[config.mk]
export PLATFORM = sky130hd
export DESIGN_NAME = cmsc_ctrl
export DESIGN_NICKNAME = d
export VERILOG_FILES = /design/src/cmsc_pkg.sv /design/src/cmsc_ctrl.sv
export SDC_FILE = /design/constraint.sdc
export NUM_CORES = 1
export LEC_CHECK = 0
export ABC_AREA = 1
export BUFFER_PORTS_ARGS = -buffer_cell sky130_fd_sc_hd__buf_2
export CAP_MARGIN = 20
export CORE_ASPECT_RATIO = 1.1
export CORE_MARGIN = 3
export CORE_UTILIZATION = 59
export DETAILED_ROUTE_END_ITERATION = 12
export HOLD_SLACK_MARGIN = 0.1
export PLACE_DENSITY = 0.89
export SLEW_MARGIN = 20
export SYNTH_ARGS = -nofsm -noshare
export SYNTH_HDL_FRONTEND = slang
export SYNTH_SLANG_ARGS = --single-unit
export TNS_END_PERCENT = 30
[constraint.sdc]
create_clock -name I_CLK -period 2.55 [get_ports I_CLK]
set_clock_uncertainty 0.15 [all_clocks]
set_input_delay 0.3825 -clock I_CLK [delete_from_list [all_inputs] [get_ports I_CLK]]
set_output_delay 0.3825 -clock I_CLK [all_outputs]
set_load 0.05 [all_outputs]
[src/cmsc_pkg.sv]
package cmsc_pkg;

    // ------------------------------------------------------------------
    // Register map (word index on the plain register port)
    // ------------------------------------------------------------------
    localparam logic [3:0] ADDR_CTRL_ONE   = 4'h0;
    localparam logic [3:0] ADDR_CTRL_TWO   = 4'h1;
    localparam logic [3:0] ADDR_VECTOR     = 4'h2;
    localparam logic [3:0] ADDR_FIFO_CTRL  = 4'h3;
    localparam logic [3:0] ADDR_FIFO_STAT  = 4'h4;
    localparam logic [3:0] ADDR_INT_FLAGS  = 4'h5;
    localparam logic [3:0] ADDR_INT_ENABLE = 4'h6;
    localparam logic [3:0] ADDR_ERR_COUNTS = 4'h7;

    // ------------------------------------------------------------------
    // Field positions
    // ------------------------------------------------------------------
    localparam int BIT_HALT_IDLE  = 13;
    localparam int BIT_ABORT_ALL  = 12;
    localparam int POS_MODE_REQ   = 8;
    localparam int POS_MODE_REP   = 5;
    localparam int BIT_CAPTURE    = 3;
    localparam int BIT_WINDOW     = 0;
    localparam int POS_HIT        = 8;
    localparam int POS_DMA_COUNT  = 13;
    localparam int POS_WR_PTR     = 8;
    localparam int BIT_ERROR_FLAG = 5;
    localparam logic [7:0] FLAG_MASK = 8'hef;
    localparam logic [7:0] NON_ERR_FLAGS = 8'hcf;

    // ------------------------------------------------------------------
    // Reset values and codes
    // ------------------------------------------------------------------
    localparam logic [6:0] INTERRUPT_CODE_NONE     = 7'h40;
    localparam logic [6:0] INTERRUPT_CODE_ERROR    = 7'h41;
    localparam logic [6:0] INTERRUPT_CODE_WAKE     = 7'h42;
    localparam logic [6:0] INTERRUPT_CODE_OVERFLOW = 7'h43;
    localparam logic [6:0] INTERRUPT_CODE_FIFO     = 7'h44;
    localparam logic [4:0] DATA_COMPARE_BITS_MAX      = 5'h11;
    localparam logic [7:0] WARN_LIMIT     = 8'h60;
    localparam logic [7:0] PASSIVE_LIMIT  = 8'h80;
    localparam int IDLE_BITS = 11;

    typedef enum logic [2:0] {
        CMSC_NORMAL   = 3'b000,
        CMSC_DISABLE  = 3'b001,
        CMSC_LOOPBACK = 3'b010,
        CMSC_LISTEN   = 3'b011,
        CMSC_CONFIG   = 3'b100,
        CMSC_LISTALL  = 3'b111
    } cmsc_mode_t;

    // Protocol engine events, one-cycle pulses
    typedef struct packed {
        logic       rx_done;
        logic [4:0] rx_hit;
        logic [3:0] rx_buf;
        logic       tx_done;
        logic [3:0] tx_buf;
        logic       invalid;
        logic       wake;
        logic       fifo_almost;
        logic       overflow;
        logic       rx_err;
        logic       tx_err;
        logic       rx_ok;
        logic       tx_ok;
        logic       bus_idle_bit;
        logic       recessive;
    } cmsc_event_t;

    // Software register bus request
    typedef struct packed {
        logic [3:0]  addr;
        logic [15:0] wdata;
        logic        wr;
        logic        rd;
    } cmsc_bus_t;

endpackage

[src/cmsc_ctrl.sv]
// Implementation choices: strobed register access and the address map.
`timescale 1ns/1ps
// Notes on behaviour
// Loopback feeds transmit stream into receive path.
// Loopback releases both bus pins to port.
// Halt-in-idle bit stops module during idle.
// Abort-all clears itself once buffers aborted.
// Software requests mode; reserved codes forbidden.
// Reported mode field, resets to configuration.
// Capture enable pulses capture on reception.
// Window select bit steers register window.
// Data compare bit count, read-only field.
// Report matched filter number of reception.
// Interrupt code shows buffer, error, none.
// Three-bit DMA buffer count field.
// Error-state status bits and combined warning.
// Error flag set from error states.
// Event flags set by hardware, software clears.
// Seven enables share flag bit positions.
// Transmit and receive error counts register.
// Mode change waits for eleven recessive bits; from configuration or disable it switches at once.
// Configuration stops traffic, clears error counts.
// Listen-all keeps partial messages on error.
// Interrupt request is any enabled flag.
// Interrupt code picks one by priority.
module cmsc_ctrl (
    input  wire logic              I_CLK,
    input  wire logic              I_RESETN,
    input  wire cmsc_pkg::cmsc_bus_t   I_BUS,
    output logic [15:0]            O_RDATA,
    input  wire cmsc_pkg::cmsc_event_t I_EVT,
    input  wire logic              I_CPU_IDLE,
    input  wire logic              I_TX_BIT,
    input  wire logic              I_RX_PIN,
    input  wire logic              I_ABORT_DONE,
    input  wire logic [4:0]        I_DATA_COMPARE_BITS,
    input  wire logic [5:0]        I_FIFO_WR,
    input  wire logic [5:0]        I_FIFO_RD,
    output logic                   O_TX_PIN,
    output logic                   O_TX_OE_N,
    output logic                   O_PINS_CAN,
    output logic                   O_RX_BIT,
    output logic                   O_RUN,
    output logic                   O_TX_ALLOW,
    output logic                   O_RX_ALLOW,
    output logic                   O_ABORT_ALL,
    output logic                   O_KEEP_PARTIAL,
    output logic                   O_CAPTURE,
    output logic                   O_WINDOW,
    output logic                   O_IRQ
);
    import cmsc_pkg::*;

    // ------------------------------------------------------------------
    // State
    // ------------------------------------------------------------------
    typedef struct packed {
        logic        halt_in_idle;
        logic        abort_all_tx;
        logic [2:0]  mode_request;
        cmsc_mode_t  mode_report;
        logic        rx_capture_enable;
        logic        window_select;
        logic [4:0]  matched_filter_number;
        logic [6:0]  interrupt_code;
        logic [2:0]  dma_buffer_count;
        logic [4:0]  fifo_start_buffer;
        // Buffer numbers latched; the event pulse is gone when vectored
        logic [3:0]  rx_buf_num;
        logic [3:0]  tx_buf_num;
        logic [7:0]  flags;
        logic [7:0]  enables;
        logic [7:0]  tx_error_count;
        logic [7:0]  rx_error_count;
        logic [3:0]  idle_run;
        logic [15:0] rdata;
        logic        capture;
        logic        irq;
    } cmsc_state_t;

    cmsc_state_t s_reg;
    cmsc_state_t s_next;

    // Saturating counter step
    function automatic logic [7:0] bump(input logic [7:0] v,
                                         input logic [7:0] d);
        logic [8:0] t;
        t = {1'b0, v} + {1'b0, d};
        bump = t[8] ? 8'hff : t[7:0];
    endfunction

    function automatic logic [7:0] drop(input logic [7:0] v);
        drop = (v == 8'h00) ? 8'h00 : v - 8'h01;
    endfunction

    logic loop_on;
    logic online;
    logic running;
    logic tx_warn;
    logic rx_warn;
    logic tx_pas;
    logic rx_pas;
    logic tx_off;
    logic [5:0] state_bits;
    logic [7:0] pend;

    // ------------------------------------------------------------------
    // Derived status
    // ------------------------------------------------------------------
    assign running = !(s_reg.halt_in_idle && I_CPU_IDLE);
    assign loop_on = (s_reg.mode_report == CMSC_LOOPBACK);
    assign online  = (s_reg.mode_report != CMSC_CONFIG) &&
                     (s_reg.mode_report != CMSC_DISABLE);
    assign tx_warn = s_reg.tx_error_count >= WARN_LIMIT;
    assign rx_warn = s_reg.rx_error_count >= WARN_LIMIT;
    assign tx_pas  = s_reg.tx_error_count >= PASSIVE_LIMIT;
    assign rx_pas  = s_reg.rx_error_count >= PASSIVE_LIMIT;
    assign tx_off  = (s_reg.tx_error_count == 8'hff);
    // Status upper byte; combined warning at bit 8
    assign state_bits = {tx_off, tx_pas, rx_pas, tx_warn, rx_warn,
                         tx_warn | rx_warn};
    assign pend = s_reg.flags & s_reg.enables & FLAG_MASK;

    // ------------------------------------------------------------------
    // Pin routing; loopback never touches the bus
    // ------------------------------------------------------------------
    assign O_PINS_CAN = online && !loop_on && running;
    assign O_TX_PIN   = O_PINS_CAN ? I_TX_BIT : 1'b1;
    assign O_TX_OE_N  = !(O_PINS_CAN &&
                          s_reg.mode_report != CMSC_LISTEN);
    assign O_RX_BIT   = loop_on ? I_TX_BIT :
                        (O_PINS_CAN ? I_RX_PIN : 1'b1);
    assign O_RUN      = running && online;
    assign O_TX_ALLOW = O_RUN && (s_reg.mode_report != CMSC_LISTEN)
                        && (s_reg.mode_report != CMSC_LISTALL);
    assign O_RX_ALLOW = O_RUN;
    assign O_KEEP_PARTIAL = (s_reg.mode_report == CMSC_LISTALL);
    assign O_ABORT_ALL = s_reg.abort_all_tx;
    assign O_CAPTURE   = s_reg.capture;
    assign O_WINDOW    = s_reg.window_select;
    assign O_IRQ       = s_reg.irq;
    assign O_RDATA     = s_reg.rdata;

    // ------------------------------------------------------------------
    // Next-state logic
    // ------------------------------------------------------------------
    always_comb begin
        logic [7:0] set_f;
        logic [2:0] req;
        s_next = s_reg;
        set_f  = 8'h00;
        req    = s_reg.mode_request;
        s_next.capture = 1'b0;
        s_next.rdata   = 16'h0000;

        // Register writes
        if (I_BUS.wr) begin
            case (I_BUS.addr)
                ADDR_CTRL_ONE: begin
                    s_next.halt_in_idle = I_BUS.wdata[BIT_HALT_IDLE];
                    if (I_BUS.wdata[BIT_ABORT_ALL]) begin
                        s_next.abort_all_tx = 1'b1;
                    end
                    req = I_BUS.wdata[POS_MODE_REQ +: 3];
                    s_next.mode_request = req;
                    s_next.rx_capture_enable = I_BUS.wdata[BIT_CAPTURE];
                    s_next.window_select = I_BUS.wdata[BIT_WINDOW];
                end
                ADDR_FIFO_CTRL: begin
                    s_next.dma_buffer_count =
                        I_BUS.wdata[POS_DMA_COUNT +: 3];
                    s_next.fifo_start_buffer = I_BUS.wdata[4:0];
                end
                ADDR_INT_ENABLE: begin
                    s_next.enables = I_BUS.wdata[7:0] & FLAG_MASK;
                end
                ADDR_INT_FLAGS: begin
                    // Write zero clears, hardware set still wins below
                    s_next.flags = s_reg.flags & I_BUS.wdata[7:0];
                end
                default: begin
                end
            endcase
        end

        // Abort completes when the buffers report done
        if (s_reg.abort_all_tx && I_ABORT_DONE) begin
            s_next.abort_all_tx = 1'b0;
        end

        // Bus idle tracker: eleven recessive bit times
        if (I_EVT.bus_idle_bit) begin
            if (!I_EVT.recessive) begin
                s_next.idle_run = 4'h0;
            end else if (s_reg.idle_run != 4'(IDLE_BITS)) begin
                s_next.idle_run = s_reg.idle_run + 4'h1;
            end
        end

        // Mode switch only when the bus is idle or module off-line
        if (req != s_reg.mode_report &&
            req != 3'b101 && req != 3'b110 &&
            (!online || s_reg.idle_run == 4'(IDLE_BITS))) begin
            s_next.mode_report = cmsc_mode_t'(req);
        end

        // Receive and transmit events
        if (running && online) begin
            if (I_EVT.rx_done) begin
                set_f[1] = 1'b1;
                s_next.rx_buf_num = I_EVT.rx_buf;
                s_next.matched_filter_number = I_EVT.rx_hit;
                s_next.capture = s_reg.rx_capture_enable;
            end
            if (I_EVT.tx_done) begin
                set_f[0] = 1'b1;
                s_next.tx_buf_num = I_EVT.tx_buf;
            end
            set_f[7] = I_EVT.invalid;
            set_f[3] = I_EVT.fifo_almost;
            set_f[2] = I_EVT.overflow;
        end
        set_f[6] = I_EVT.wake && running;

        // Error counters; listen modes leave them alone
        if (s_reg.mode_report == CMSC_CONFIG) begin
            s_next.tx_error_count = 8'h00;
            s_next.rx_error_count = 8'h00;
        end else if (O_TX_ALLOW && s_reg.mode_report != CMSC_LOOPBACK)
        begin
            if (I_EVT.tx_err) begin
                s_next.tx_error_count = bump(s_reg.tx_error_count,
                                             8'h08);
            end else if (I_EVT.tx_ok) begin
                s_next.tx_error_count = drop(s_reg.tx_error_count);
            end
            if (I_EVT.rx_err) begin
                s_next.rx_error_count = bump(s_reg.rx_error_count,
                                             8'h01);
            end else if (I_EVT.rx_ok) begin
                s_next.rx_error_count = drop(s_reg.rx_error_count);
            end
        end

        // Error flag follows any error state
        set_f[BIT_ERROR_FLAG] = |state_bits;
        s_next.flags = s_next.flags | (set_f & FLAG_MASK);

        // Vector by fixed priority: error, wake, overflow, fifo, rx, tx
        if (pend[BIT_ERROR_FLAG]) begin
            s_next.interrupt_code = INTERRUPT_CODE_ERROR;
        end else if (pend[6]) begin
            s_next.interrupt_code = INTERRUPT_CODE_WAKE;
        end else if (pend[2]) begin
            s_next.interrupt_code = INTERRUPT_CODE_OVERFLOW;
        end else if (pend[3]) begin
            s_next.interrupt_code = INTERRUPT_CODE_FIFO;
        end else if (pend[1]) begin
            s_next.interrupt_code = {3'b000, s_reg.rx_buf_num};
        end else if (pend[0]) begin
            s_next.interrupt_code = {3'b000, s_reg.tx_buf_num};
        end else begin
            s_next.interrupt_code = INTERRUPT_CODE_NONE;
        end
        s_next.irq = |pend;

        // Read data, one cycle later
        if (I_BUS.rd) begin
            case (I_BUS.addr)
                ADDR_CTRL_ONE: s_next.rdata =
                    {2'b00, s_reg.halt_in_idle, s_reg.abort_all_tx,
                     1'b0, s_reg.mode_request, s_reg.mode_report,
                     1'b0, s_reg.rx_capture_enable, 2'b00,
                     s_reg.window_select};
                ADDR_CTRL_TWO: s_next.rdata =
                    {11'h000, (I_DATA_COMPARE_BITS > DATA_COMPARE_BITS_MAX) ? DATA_COMPARE_BITS_MAX
                                                    : I_DATA_COMPARE_BITS};
                ADDR_VECTOR: s_next.rdata =
                    {3'b000, s_reg.matched_filter_number, 1'b0,
                     s_reg.interrupt_code};
                ADDR_FIFO_CTRL: s_next.rdata =
                    {s_reg.dma_buffer_count, 8'h00,
                     s_reg.fifo_start_buffer};
                ADDR_FIFO_STAT: s_next.rdata =
                    {2'b00, I_FIFO_WR, 2'b00, I_FIFO_RD};
                ADDR_INT_FLAGS: s_next.rdata =
                    {2'b00, state_bits, s_reg.flags};
                ADDR_INT_ENABLE: s_next.rdata = {8'h00, s_reg.enables};
                ADDR_ERR_COUNTS: s_next.rdata =
                    {s_reg.tx_error_count, s_reg.rx_error_count};
                default: s_next.rdata = 16'h0000;
            endcase
        end
    end

    // ------------------------------------------------------------------
    // State register
    // ------------------------------------------------------------------
    always_ff @(posedge I_CLK or negedge I_RESETN) begin
        if (!I_RESETN) begin
            s_reg <= '0;
            s_reg.mode_request <= 3'b100;
            s_reg.mode_report  <= CMSC_CONFIG;
            s_reg.interrupt_code <= INTERRUPT_CODE_NONE;
        end else begin
            s_reg <= s_next;
        end
    end

    // ------------------------------------------------------------------
    // Checks
    // ------------------------------------------------------------------
    property p_loop_rx;
        @(posedge I_CLK) disable iff (!I_RESETN)
        loop_on |-> (O_RX_BIT == I_TX_BIT && !O_PINS_CAN);
    endproperty
    a_loop_rx: assert property (p_loop_rx)
        else $error("loopback path wrong");

    property p_loop_pins;
        @(posedge I_CLK) disable iff (!I_RESETN)
        loop_on |-> O_TX_OE_N;
    endproperty
    a_loop_pins: assert property (p_loop_pins)
        else $error("pin driven in loopback");

    property p_halt;
        @(posedge I_CLK) disable iff (!I_RESETN)
        (s_reg.halt_in_idle && I_CPU_IDLE) |-> !O_RUN;
    endproperty
    a_halt: assert property (p_halt)
        else $error("running while halted in idle");

    property p_abort;
        @(posedge I_CLK) disable iff (!I_RESETN)
        (O_ABORT_ALL && I_ABORT_DONE) |=> !O_ABORT_ALL;
    endproperty
    a_abort: assert property (p_abort)
        else $error("abort not cleared");

    property p_mode_wait;
        @(posedge I_CLK) disable iff (!I_RESETN)
        (online && s_reg.idle_run != 4'(IDLE_BITS)) |=>
            $stable(s_reg.mode_report);
    endproperty
    a_mode_wait: assert property (p_mode_wait)
        else $error("mode changed on busy bus");

    property p_cfg_clear;
        @(posedge I_CLK) disable iff (!I_RESETN)
        (s_reg.mode_report == CMSC_CONFIG) |->
            (!O_TX_ALLOW && !O_RX_ALLOW) ##1
            (s_reg.tx_error_count == 8'h00 &&
             s_reg.rx_error_count == 8'h00);
    endproperty
    a_cfg_clear: assert property (p_cfg_clear)
        else $error("config mode not quiet");

    property p_capture;
        @(posedge I_CLK) disable iff (!I_RESETN)
        (I_EVT.rx_done && O_RUN && !s_reg.rx_capture_enable) |=>
            !O_CAPTURE;
    endproperty
    a_capture: assert property (p_capture)
        else $error("capture while disabled");

    property p_irq;
        @(posedge I_CLK) disable iff (!I_RESETN)
        (|pend) |=> O_IRQ;
    endproperty
    a_irq: assert property (p_irq)
        else $error("irq missing");

    property p_err_flag;
        @(posedge I_CLK) disable iff (!I_RESETN)
        (|state_bits) |=> s_reg.flags[BIT_ERROR_FLAG];
    endproperty
    a_err_flag: assert property (p_err_flag)
        else $error("error flag not set");

endmodule

**Word level (Yosys, flattened, before mapping)**

Cells that the tools add are included.

- Bits in registers: 91
- Bits of input ports: 70
- Output and inout port bits: 28
- Word-level logic and storage cells: 134

- Add/subtract/negate cells: 5
- Magnitude comparators: 5
- Eq/ne operators: 22
- Muxes and demuxes: 39
- Bitwise gates (word level): 4
- Reductions and logical operators: 39

Operators with widths:

| kind | number |
|---|---|
| $pmux 16 s8 | 1 |
| $mux 8 | 10 |
| $mux 16 | 4 |
| $mux 7 | 6 |
| $mux 4 | 5 |
| $and 8x8->8 | 2 |
| $eq 4x3->1 const B | 4 |
| $ge 8x7->1 const B | 2 |
| $ge 8x8->1 const B | 2 |
| $logic_not 8->1 | 2 |
| $reduce_and 2->1 | 8 |
| $sub 8x1->8 const B | 2 |
| $logic_and 1x1->1 | 14 |
| $ne 3x3->1 const B | 4 |
| $mux 1 | 10 |
| $add 8x1->9 const B | 1 |
| $add 8x4->9 const B | 1 |
| $eq 4x2->1 const B | 2 |
| $eq 8x8->1 const B | 1 |
| $or 8x8->8 | 1 |
| $reduce_bool 2->1 | 4 |
| $reduce_or 7->1 | 1 |
| $eq 3x3->1 const B | 2 |
| $mux 3 | 2 |
| 18 further kinds | 23 |

**Longest topological paths before layout**

Gate-level depths: netlist of run 1.

- Word-level depth: 8
- Gate-level depth with buffers: 11
- Gate-level depth less buffers: 11

**Worst setup path before layout of run 1**

Ideal clock, no wire load.

- Kind: register to output
- From: reg s_reg[86] (netlist bit)
- To: out O_TX_OE_N
- Arrival time: 1.615 ns
- Required time: 2.017 ns
- Path slack: 0.402 ns
- Stages on the path, launching flop included: 6
- Path buffers: 0
- Cell sequence: dfstp_2 -> nand2_1 -> nand3_2 -> nand2_2 -> inv_2 -> o21ai_0

- Word-level cells in the longest chain between the ends: 6

Ends and longest elaborated chain:

| what | line | source |
|---|---|---|
| start: declaration | cmsc_ctrl.sv:81 | `cmsc_state_t s_reg;` |
| start signal: assignment | cmsc_ctrl.sv:306 | `s_reg <= s_next;` |
| $ne 3x3->1, or another cell as far along | cmsc_ctrl.sv:112 | `assign online = (s_reg.mode_report != CMSC_CONFIG) &&` |
| $logic_and 1x1->1 or $logic_not 1->1 (tied branches) | cmsc_ctrl.sv:112, cmsc_ctrl.sv:127 |  |
| $logic_and 1x1->1 (2 in series) | cmsc_ctrl.sv:127 | `assign O_PINS_CAN = online && !loop_on && running;` |
| $logic_and 1x1->1 * | cmsc_ctrl.sv:129 | `assign O_TX_OE_N = !(O_PINS_CAN &&` |
| $logic_not 1->1 * | cmsc_ctrl.sv:129 |  |
| end: declaration | cmsc_ctrl.sv:40 | `output logic O_TX_OE_N,` |

Every way passes the cells marked *; elsewhere a longest branch is shown, timed or not.

**Worst setup path after layout of run 1**

- From: reg s_reg[86] (netlist bit)
- To: out O_TX_PIN

- Word-level cells in the longest chain between the ends: 5

Ends and longest elaborated chain:

| what | line | source |
|---|---|---|
| $ne 3x3->1, or another cell as far along | cmsc_ctrl.sv:112 |  |
| $logic_and 1x1->1 or $logic_not 1->1 (tied branches) | cmsc_ctrl.sv:112, cmsc_ctrl.sv:127 |  |
| $logic_and 1x1->1 * (2 in series) | cmsc_ctrl.sv:127 |  |
| $mux 1 * | cmsc_ctrl.sv:128 | `assign O_TX_PIN = O_PINS_CAN ? I_TX_BIT : 1'b1;` |
| end: declaration | cmsc_ctrl.sv:39 | `output logic O_TX_PIN,` |

Marks and branches as above.

==> flow_summary.yaml, run 1 <==
place:
  numPortBuffers: 96
  gp_congestion: 0.877
  post-place-ws_ns: 0.460
  dp_hpwl_um: 10300
min_path:
  holdPathStages: 2
  hp-start: "I_EVT[22]"
  hold_class: "input pin to register"
  hold-path-endpoint: "s_reg[80]$_DFFE_PN0P_"
sta:
  maxSlewViolCount: 0
  hold_viol: 0
  fmax_ghz: 0.406
  finalCritPeriodShare: 0.965
  setup_ws_ns: 0.0896
  setup_viol: 0
  min_period_ns: 2.46
  slew_headroom: 0.632
  worstMarginPinSlew_ns: 0.552
drt:
  vias_per_cell: 5.69
  top_layer_used: "met4"
  dr_wl_met2_um: 6890
  wl_met1_um: 5250
  num_vias: 4923
  drt-wirelength-per-cell_um: 16.1
  route.met3.wl_um: 1290
  postRouteAntennaNets: 0
  drtIter0Drc: 412
  drc: 0
  routed_wl_um: 13900
  dr.pass1.iters: 6
clock_tree:
  clkTransAtPathRegs_ns: 0.09
  cts_tree: "done"
  numClockSinks: 89
  cts_setup_buffers: 0
  cts_buffers: 9
  cts_buffer_depth: 2
  ctsRootBufferMaster: "clkbuf_8"
  clk_latency_ns: 0.36
  cts-htree-levels: 3
finish:
  diodes: 0
  largest_reg_flops: 69
  nets: 831
  utilization: 0.728
  multiInputGateArea_sq_um: 2390
  layout-drive-gt1-share: 0.210
  regArea_sq_um: 2230
  area_growth_syn_to_layout_pct: 16.5
  fill_cells: 630
job:
  drv_cap: 0
floorplanning:
  start_util: 0.625
  die_h_um: 104
  core_area_sq_um: 8170
  rows: 34
  pin_count: 98
  die_area_sq_um: 9800
  die_x_um: 94.7
setup_path:
  path_max_fanout: 5
  cp.arrival_ns: 1.93
  timing.rr.start: "s_reg[86]$_DFFE_PN1P_"
  crit_required_ns: 2.02
  r2r_end: "s_reg[81]$_DFFE_PN0P_"
  worstRegToRegCells: 7
  critPathKind: "register to output port"
  critPathLaunchType: "register"
  crit_path_end_kind: "output port"
  r2r_slack_ns: 0.57
yosys:
  ys_types: 43
  yosys.area.top_type_share: 0.422
  synth-edff-count: 0
  yosysMostFrequentCell: "nand2_1"
  ys.flop_type: "dfrtp_1"
  netlist_area_sq_um: 5100
  synthArstFlopShare: 1.00
  synth_top_area_cell: "dfrtp_1"
  yosys-top-cells-count: "198 x nand2_1, 86 x dfrtp_1, 62 x inv_1"
  synth_seq_cells: 89
  yosysWarnings: 0
  synthTopCellsByArea: "dfrtp_1 42%, nand2_1 15%, inv_1 4.6%"
  yosysSeqAreaShare: 0.437
  synthCells: 654
  avgSynthCellArea_sq_um: 7.80
  synth_nets: 733
grt:
  grt_pass1_wl_um: 22600
  grtUsageTotal: 0.291
  grt_overflow: 0
  grt_max_degree: 32
  grt_pass1_vias: 4861
  antenna_found_initial: 0
pwr:
  total_power_uw: 5540
  cellLeakagePower_uw: 0.00302
  max-vdd-ir-drop_v: 0.000548
  p_per_area_nw_per_um2: 932
status:
  status: "completed"
==> power breakdown <==
group | switching [uW] | total [uW] | internal [uW]
sequential | 359 | 2150 | 1790
clock | 555 | 1020 | 468
combinational | 1600 | 2370 | 767
==> final cells by class <==
class | instances | area share
Tap cell | 108 | 0.0227
Multi-Input combinational cell | 460 | 0.402
Sequential cell | 89 | 0.375
Timing Repair Buffer | 118 | 0.119
Inverter | 74 | 0.0467
Clock buffer | 10 | 0.0215
Clock inverter | 6 | 0.0122
==> how the worst max path moves through the flow <==
stage / start / end
after floorplan: s_reg[86]$_DFFE_PN1P_ / O_TX_OE_N
after global placement: s_reg[86]$_DFFE_PN1P_ / O_TX_PIN
after detailed placement: s_reg[86]$_DFFE_PN1P_ / O_TX_PIN
after CTS: s_reg[86]$_DFFE_PN1P_ / O_TX_PIN
after global routing: s_reg[86]$_DFFE_PN1P_ / O_RX_BIT
final: s_reg[86]$_DFFE_PN1P_ / O_TX_PIN
==> logic make-up after synthesis <==
family	synth area share
flops	0.437
mux	0.0454
fa+ha+maj	0.0221
compound gates	0.114
buf+inv	0.0949
simple gates	0.273
xor+xnor	0.0137
==> layout by cell type, fill, tap and decap left out, drive strengths merged, types with 4 or more instances in the layout <==
| master | n |
|---|---|
| mux2 | 19 |
| nor2 | 44 |
| buf | 99 |
| o22ai | 4 |
| clkbuf | 10 |
| nand4 | 12 |
| dlygate4sd3 | 19 |
| nor3 | 5 |
| dfrtp | 86 |
| nand2 | 205 |
| o21ai | 52 |
| ha | 9 |
| nand3 | 49 |
| xor2 | 5 |
| inv | 78 |
| a21oi | 32 |
| a31oi | 4 |
==> through the flow <==
stage                     instance area [sq um]  cells  hold WS, ns  TNS (ns)
after floorplan                            5100    654      -0.0631         0
after global placement                     5550    830        0.184         0
after CTS                                  5930    864        0.104         0
after detailed placement                   5550    830        0.189         0
after global routing                       5940    865        0.107  -0.00696
final                                      5940    865        0.118         0
==> what timing repair did <==
action,in CTS,in global routing
gates resized for setup,0,1
endpoints found under the hold margin,43,1
endpoints found under the setup margin,0,2
hold buffers,18,1
==> worst max-delay path, cell delays in order, from the launching register on <==
cell and delay, ns:
dfstp_2 0.57, inv_1 0.08, nand2_2 0.10, nor2_1 0.08, nor2_4 0.17, inv_1 0.08
or2_2 0.27, buf_2 0.21
==> metal layers <==
metal,GRT usage,up-vias
met5,0,-
li1,-,2314
met3,0.0631,53
met4,0.111,0
met2,0.479,293
met1,0.371,2263
Note: power is estimated with default switching activity, not from simulation.
==> run 2: changes to the inputs <==
- GPL_TIMING_DRIVEN: not set -> 0
==> flow_summary.yaml, run 2 (same netlist as run 1, synthesis figures left out) <==
clock_tree:
  ctsRootBufferMaster: "clkbuf_8"
  clkTransAtPathRegs_ns: 0.10
  cts_buffer_depth: 2
  cts_setup_buffers: 0
  numClockSinks: 89
  cts_tree: "done"
  cts_buffers: 9
  cts-htree-levels: 3
  clk_latency_ns: 0.35
floorplanning:
  start_util: 0.625
  rows: 34
  pin_count: 98
  die_x_um: 94.7
  die_h_um: 104
  die_area_sq_um: 9800
  core_area_sq_um: 8170
grt:
  grt_pass1_vias: 4857
  grt_max_degree: 48
  grt_overflow: 0
  antenna_found_initial: 0
  grt_pass1_wl_um: 22400
  grtUsageTotal: 0.287
drt:
  routed_wl_um: 13500
  dr.pass1.iters: 5
  vias_per_cell: 5.52
  num_vias: 4917
  drc: 0
  drtIter0Drc: 381
  drt-wirelength-per-cell_um: 15.1
  postRouteAntennaNets: 0
setup_path:
  crit_required_ns: 2.02
  critPathLaunchType: "register"
  critPathSlowestCell: "dfstp_2"
  cpPeakStageDelay_ns: 0.59
  crit_path_end_kind: "output port"
  endpoint: "O_TX_PIN"
  path_buf_inv: 2
  crit_chain: "nand2_1 -> nand3_2 -> nand2_2 -> nor2_4 -> inv_1 -> or2_2 -> clkbuf_4"
  timing.rr.start: "s_reg[86]$_DFFE_PN1P_"
  cp_num_cells: 7
  cp.arrival_ns: 1.92
  r2r_end: "s_reg[78]$_DFFE_PN0P_"
  critPathKind: "register to output port"
  cp-startpoint: "s_reg[86]$_DFFE_PN1P_"
  path_max_fanout: 5
  worstRegToRegCells: 8
  cpLargestDelayFamily: "simple AND/OR/NAND/NOR gates"
  r2r_slack_ns: 0.54
finish:
  area_growth_syn_to_layout_pct: 19.9
  largest_reg_flops: 69
  layout-drive-gt1-share: 0.234
  mostFrequentLayoutCell: "nand2_1"
  utilization: 0.749
  diodes: 0
  nets: 857
  mostFrequentLayoutCells: "197 x nand2_1, 99 x buf_2, 86 x dfrtp_1"
sta:
  hold_viol: 0
  setup_viol: 0
  worstMarginPinSlew_ns: 0.601
  rsz0062_at_grt: "false"
  fmax_ghz: 0.408
  slew_headroom: 0.599
  min_period_ns: 2.45
  finalCritPeriodShare: 0.960
  maxSlewViolCount: 0
  tns_ns: 0
place:
  numPortBuffers: 95
  gp_congestion: 0.909
  dp_hpwl_um: 10100
min_path:
  hold_class: "input pin to register"
pwr:
  max-vdd-ir-drop_v: 0.000519
  p_per_area_nw_per_um2: 913
  cellLeakagePower_uw: 0.00315
status:
  status: "completed"
job:
  drv_cap: 0
[run 2: cell types whose count changed in the layout (fill, tap and decap cells not counted), sizes merged]
cell	delta
clkinvlp	-1
dlygate4sd3	-2
clkinv	+2
buf	+23
clkbuf	+4
[run 2: per-stage QoR]
| step | hold slack (ns) | std cells | instance area [sq um] | power [uW] | setup slack [ns] |
|---|---|---|---|---|---|
| floorplan | -0.0631 | 654 | 5100 | 3860 | 0.402 |
| global placement | 0.323 | 857 | 5710 | 4410 | 0.201 |
| detailed placement | 0.287 | 858 | 5740 | 4500 | 0.499 |
| CTS | 0.101 | 891 | 6110 | 5560 | 0.0842 |
| global route | 0.102 | 891 | 6120 | 6010 | 0.0154 |
| finish | 0.111 | 891 | 6120 | 5590 | 0.101 |
[run 2: where the power goes]
group / internal [uW] / switching, uW / leakage [uW]
combinational: 819 / 1650 / 0.00194
sequential: 1790 / 288 / 0.00110
clock: 475 / 568 / 0.000108
[run 2: worst min path at each step]
stage                                          to                  start  slack [ns]  cells past startpoint
after detailed placement    s_reg[25]$_DFFE_PN0P_               I_RESETN        0.29                      1
after CTS                   s_reg[80]$_DFFE_PN0P_              I_EVT[22]        0.10                      2
after global routing        s_reg[57]$_DFFE_PN0P_              I_EVT[13]        0.10                      2
after global placement      s_reg[83]$_DFFE_PN0P_  s_reg[83]$_DFFE_PN0P_        0.32                      2
final                       s_reg[61]$_DFFE_PN0P_              I_EVT[18]        0.11                      2
after floorplan           O_ABORT_ALL$_DFFE_PN0P_               I_RESETN       -0.06                      0
[run 2: cell type report]
type / count / area (sq um)
Multi-Input combinational cell: 460 / 2390
Tap cell: 108 / 135
Clock buffer: 9 / 124
Clock inverter: 7 / 83.8
Timing Repair Buffer: 113 / 671
Fill cell: 639 / 2050
Sequential cell: 89 / 2230
Buffer: 31 / 206
Inverter: 74 / 278
[run 2: metal layers]
metal  global-route usage  part of all wire
met5                    0                 0
met1                0.385              0.42
met3               0.0363             0.067
met2                0.469              0.49
met4                0.113             0.027
[run 2: what timing repair did]
| item | CTS | global route |
|---|---|---|
| gates resized for setup | 0 | 2 |
| hold buffers | 17 | 0 |
| setup endpoints to repair | 0 | 2 |
| hold endpoints to repair | 62 | 0 |
==> run 3: changes to the inputs <==
- PLACE_DENSITY: 0.89 -> 0.93
==> flow_summary.yaml, run 3 (same netlist as run 1, synthesis figures left out) <==
clock_tree:
  cts_buffer_depth: 2
  ctsRootBufferMaster: "clkbuf_8"
  numClockSinks: 89
  clk_latency_ns: 0.37
  cts_tree: "done"
  cts_buffers: 9
  cts-htree-levels: 3
  clkTransAtPathRegs_ns: 0.10
finish:
  instances_no_fill: 894
  diodes: 0
  mostFrequentLayoutCell: "nand2_1"
  largest_reg_flops: 69
  nets: 860
  layout-drive-gt1-share: 0.232
  mostFrequentLayoutCells: "198 x nand2_1, 99 x buf_2, 86 x dfrtp_1"
  area_growth_syn_to_layout_pct: 20.2
grt:
  grt.met1_usage: 0.422
  antenna_found_initial: 0
  busiest_layer: "met2"
  grt_overflow: 0
  grt_pass1_wl_um: 24700
  grtUsageTotal: 0.321
  gr-usage-met3: 0.0558
  grt_pass1_vias: 4952
  grt_max_degree: 52
  gr-usage-met2: 0.516
sta:
  setup_ws_ns: 0.0590
  fmax_ghz: 0.401
  worstMarginPinSlew_ns: 0.558
  maxSlewViolCount: 0
  setup_viol: 0
  tns_ns: 0
  hold_viol: 0
  rsz0062_at_grt: "false"
  min_period_ns: 2.49
  finalCritPeriodShare: 0.977
  slew_headroom: 0.628
job:
  drv_cap: 0
floorplanning:
  rows: 34
  die_x_um: 94.7
  start_util: 0.625
  core_area_sq_um: 8170
  pin_count: 98
  die_area_sq_um: 9800
  die_h_um: 104
pwr:
  total_power_uw: 5610
  p_per_area_nw_per_um2: 915
  cellLeakagePower_uw: 0.00315
  max-vdd-ir-drop_v: 0.000605
setup_path:
  cp.arrival_ns: 1.96
  path_max_fanout: 5
  cp-startpoint: "s_reg[86]$_DFFE_PN1P_"
  timing.rr.start: "s_reg[86]$_DFFE_PN1P_"
  worstRegToRegCells: 8
  critPathLaunchType: "register"
  r2r_end: "s_reg[61]$_DFFE_PN0P_"
  crit_path_end_kind: "output port"
  critPathKind: "register to output port"
  r2r_slack_ns: 0.49
  crit_required_ns: 2.02
drt:
  num_vias: 5139
  dr.pass1.iters: 7
  vias_per_cell: 5.75
  drtIter0Drc: 369
  postRouteAntennaNets: 0
  drt-wirelength-per-cell_um: 17.1
  drc: 0
  routed_wl_um: 15300
place:
  post-place-ws_ns: 0.506
  gp_congestion: 0.956
  placedCellCount: 858
  dp_hpwl_um: 10400
  numPortBuffers: 95
min_path:
  holdPathStages: 3
  hp-start: "I_BUS[14]"
  hold-path-endpoint: "O_ABORT_ALL$_DFFE_PN0P_"
  hold_class: "input pin to register"
status:
  status: "completed"
-- run 3: worst max path at each step --
stage	endpoint	cells after the start
floorplan	O_TX_OE_N	5
global placement	s_reg[25]$_DFFE_PN0P_	1
detailed placement	O_TX_PIN	7
CTS	O_TX_PIN	7
global route	O_TX_OE_N	7
finish	O_TX_PIN	7
-- run 3: repair_timing --
action                                  in CTS  in global routing
hold buffers                                19                  1
resized for setup                            0                  1
endpoints found under the setup margin       0                  1
setup buffers                                0                  0
hold endpoints to repair                    55                  1
-- run 3: stage by stage --
step | instance area, sq um | utilization | hold slack [ns]
after floorplan | 5100 | - | -0.0631
after global placement | 5710 | 0.700 | 0.323
after detailed placement | 5740 | 0.703 | 0.248
after CTS | 6120 | 0.749 | 0.102
after global routing | 6130 | 0.751 | 0.110
final | 6130 | 0.751 | 0.107
-- run 3: layer usage --
| metal | vias up | share of wire |
|---|---|---|
| met5 | - | 0 |
| met4 | 0 | 0.035 |
| met3 | 54 | 0.073 |
| met2 | 288 | 0.50 |
| met1 | 2427 | 0.40 |
| li1 | 2370 | - |
-- run 3: layout make-up --
cell class                 instances  area [sq um]
multi-input combinational        460          2390
tap                              108           135
clock buffer                       9           124
sequential                        89          2230
inverter                          74           278
timing repair buffer             116           708
buffer                            31           206
clock inverter                     7          61.3
fill                             608          2040
-- run 3: critical path, stage by stage, from the launching register on --
cell and delay (ns):
dfstp_2 0.59, inv_1 0.09, nand2_1 0.13, nor2_1 0.09, nor2_4 0.16, inv_1 0.07
or2_2 0.26, buf_2 0.21
-- run 3: where the power goes --
group / internal [uW] / switching, uW
clock: 377 / 591
combinational: 826 / 1720
sequential: 1790 / 311
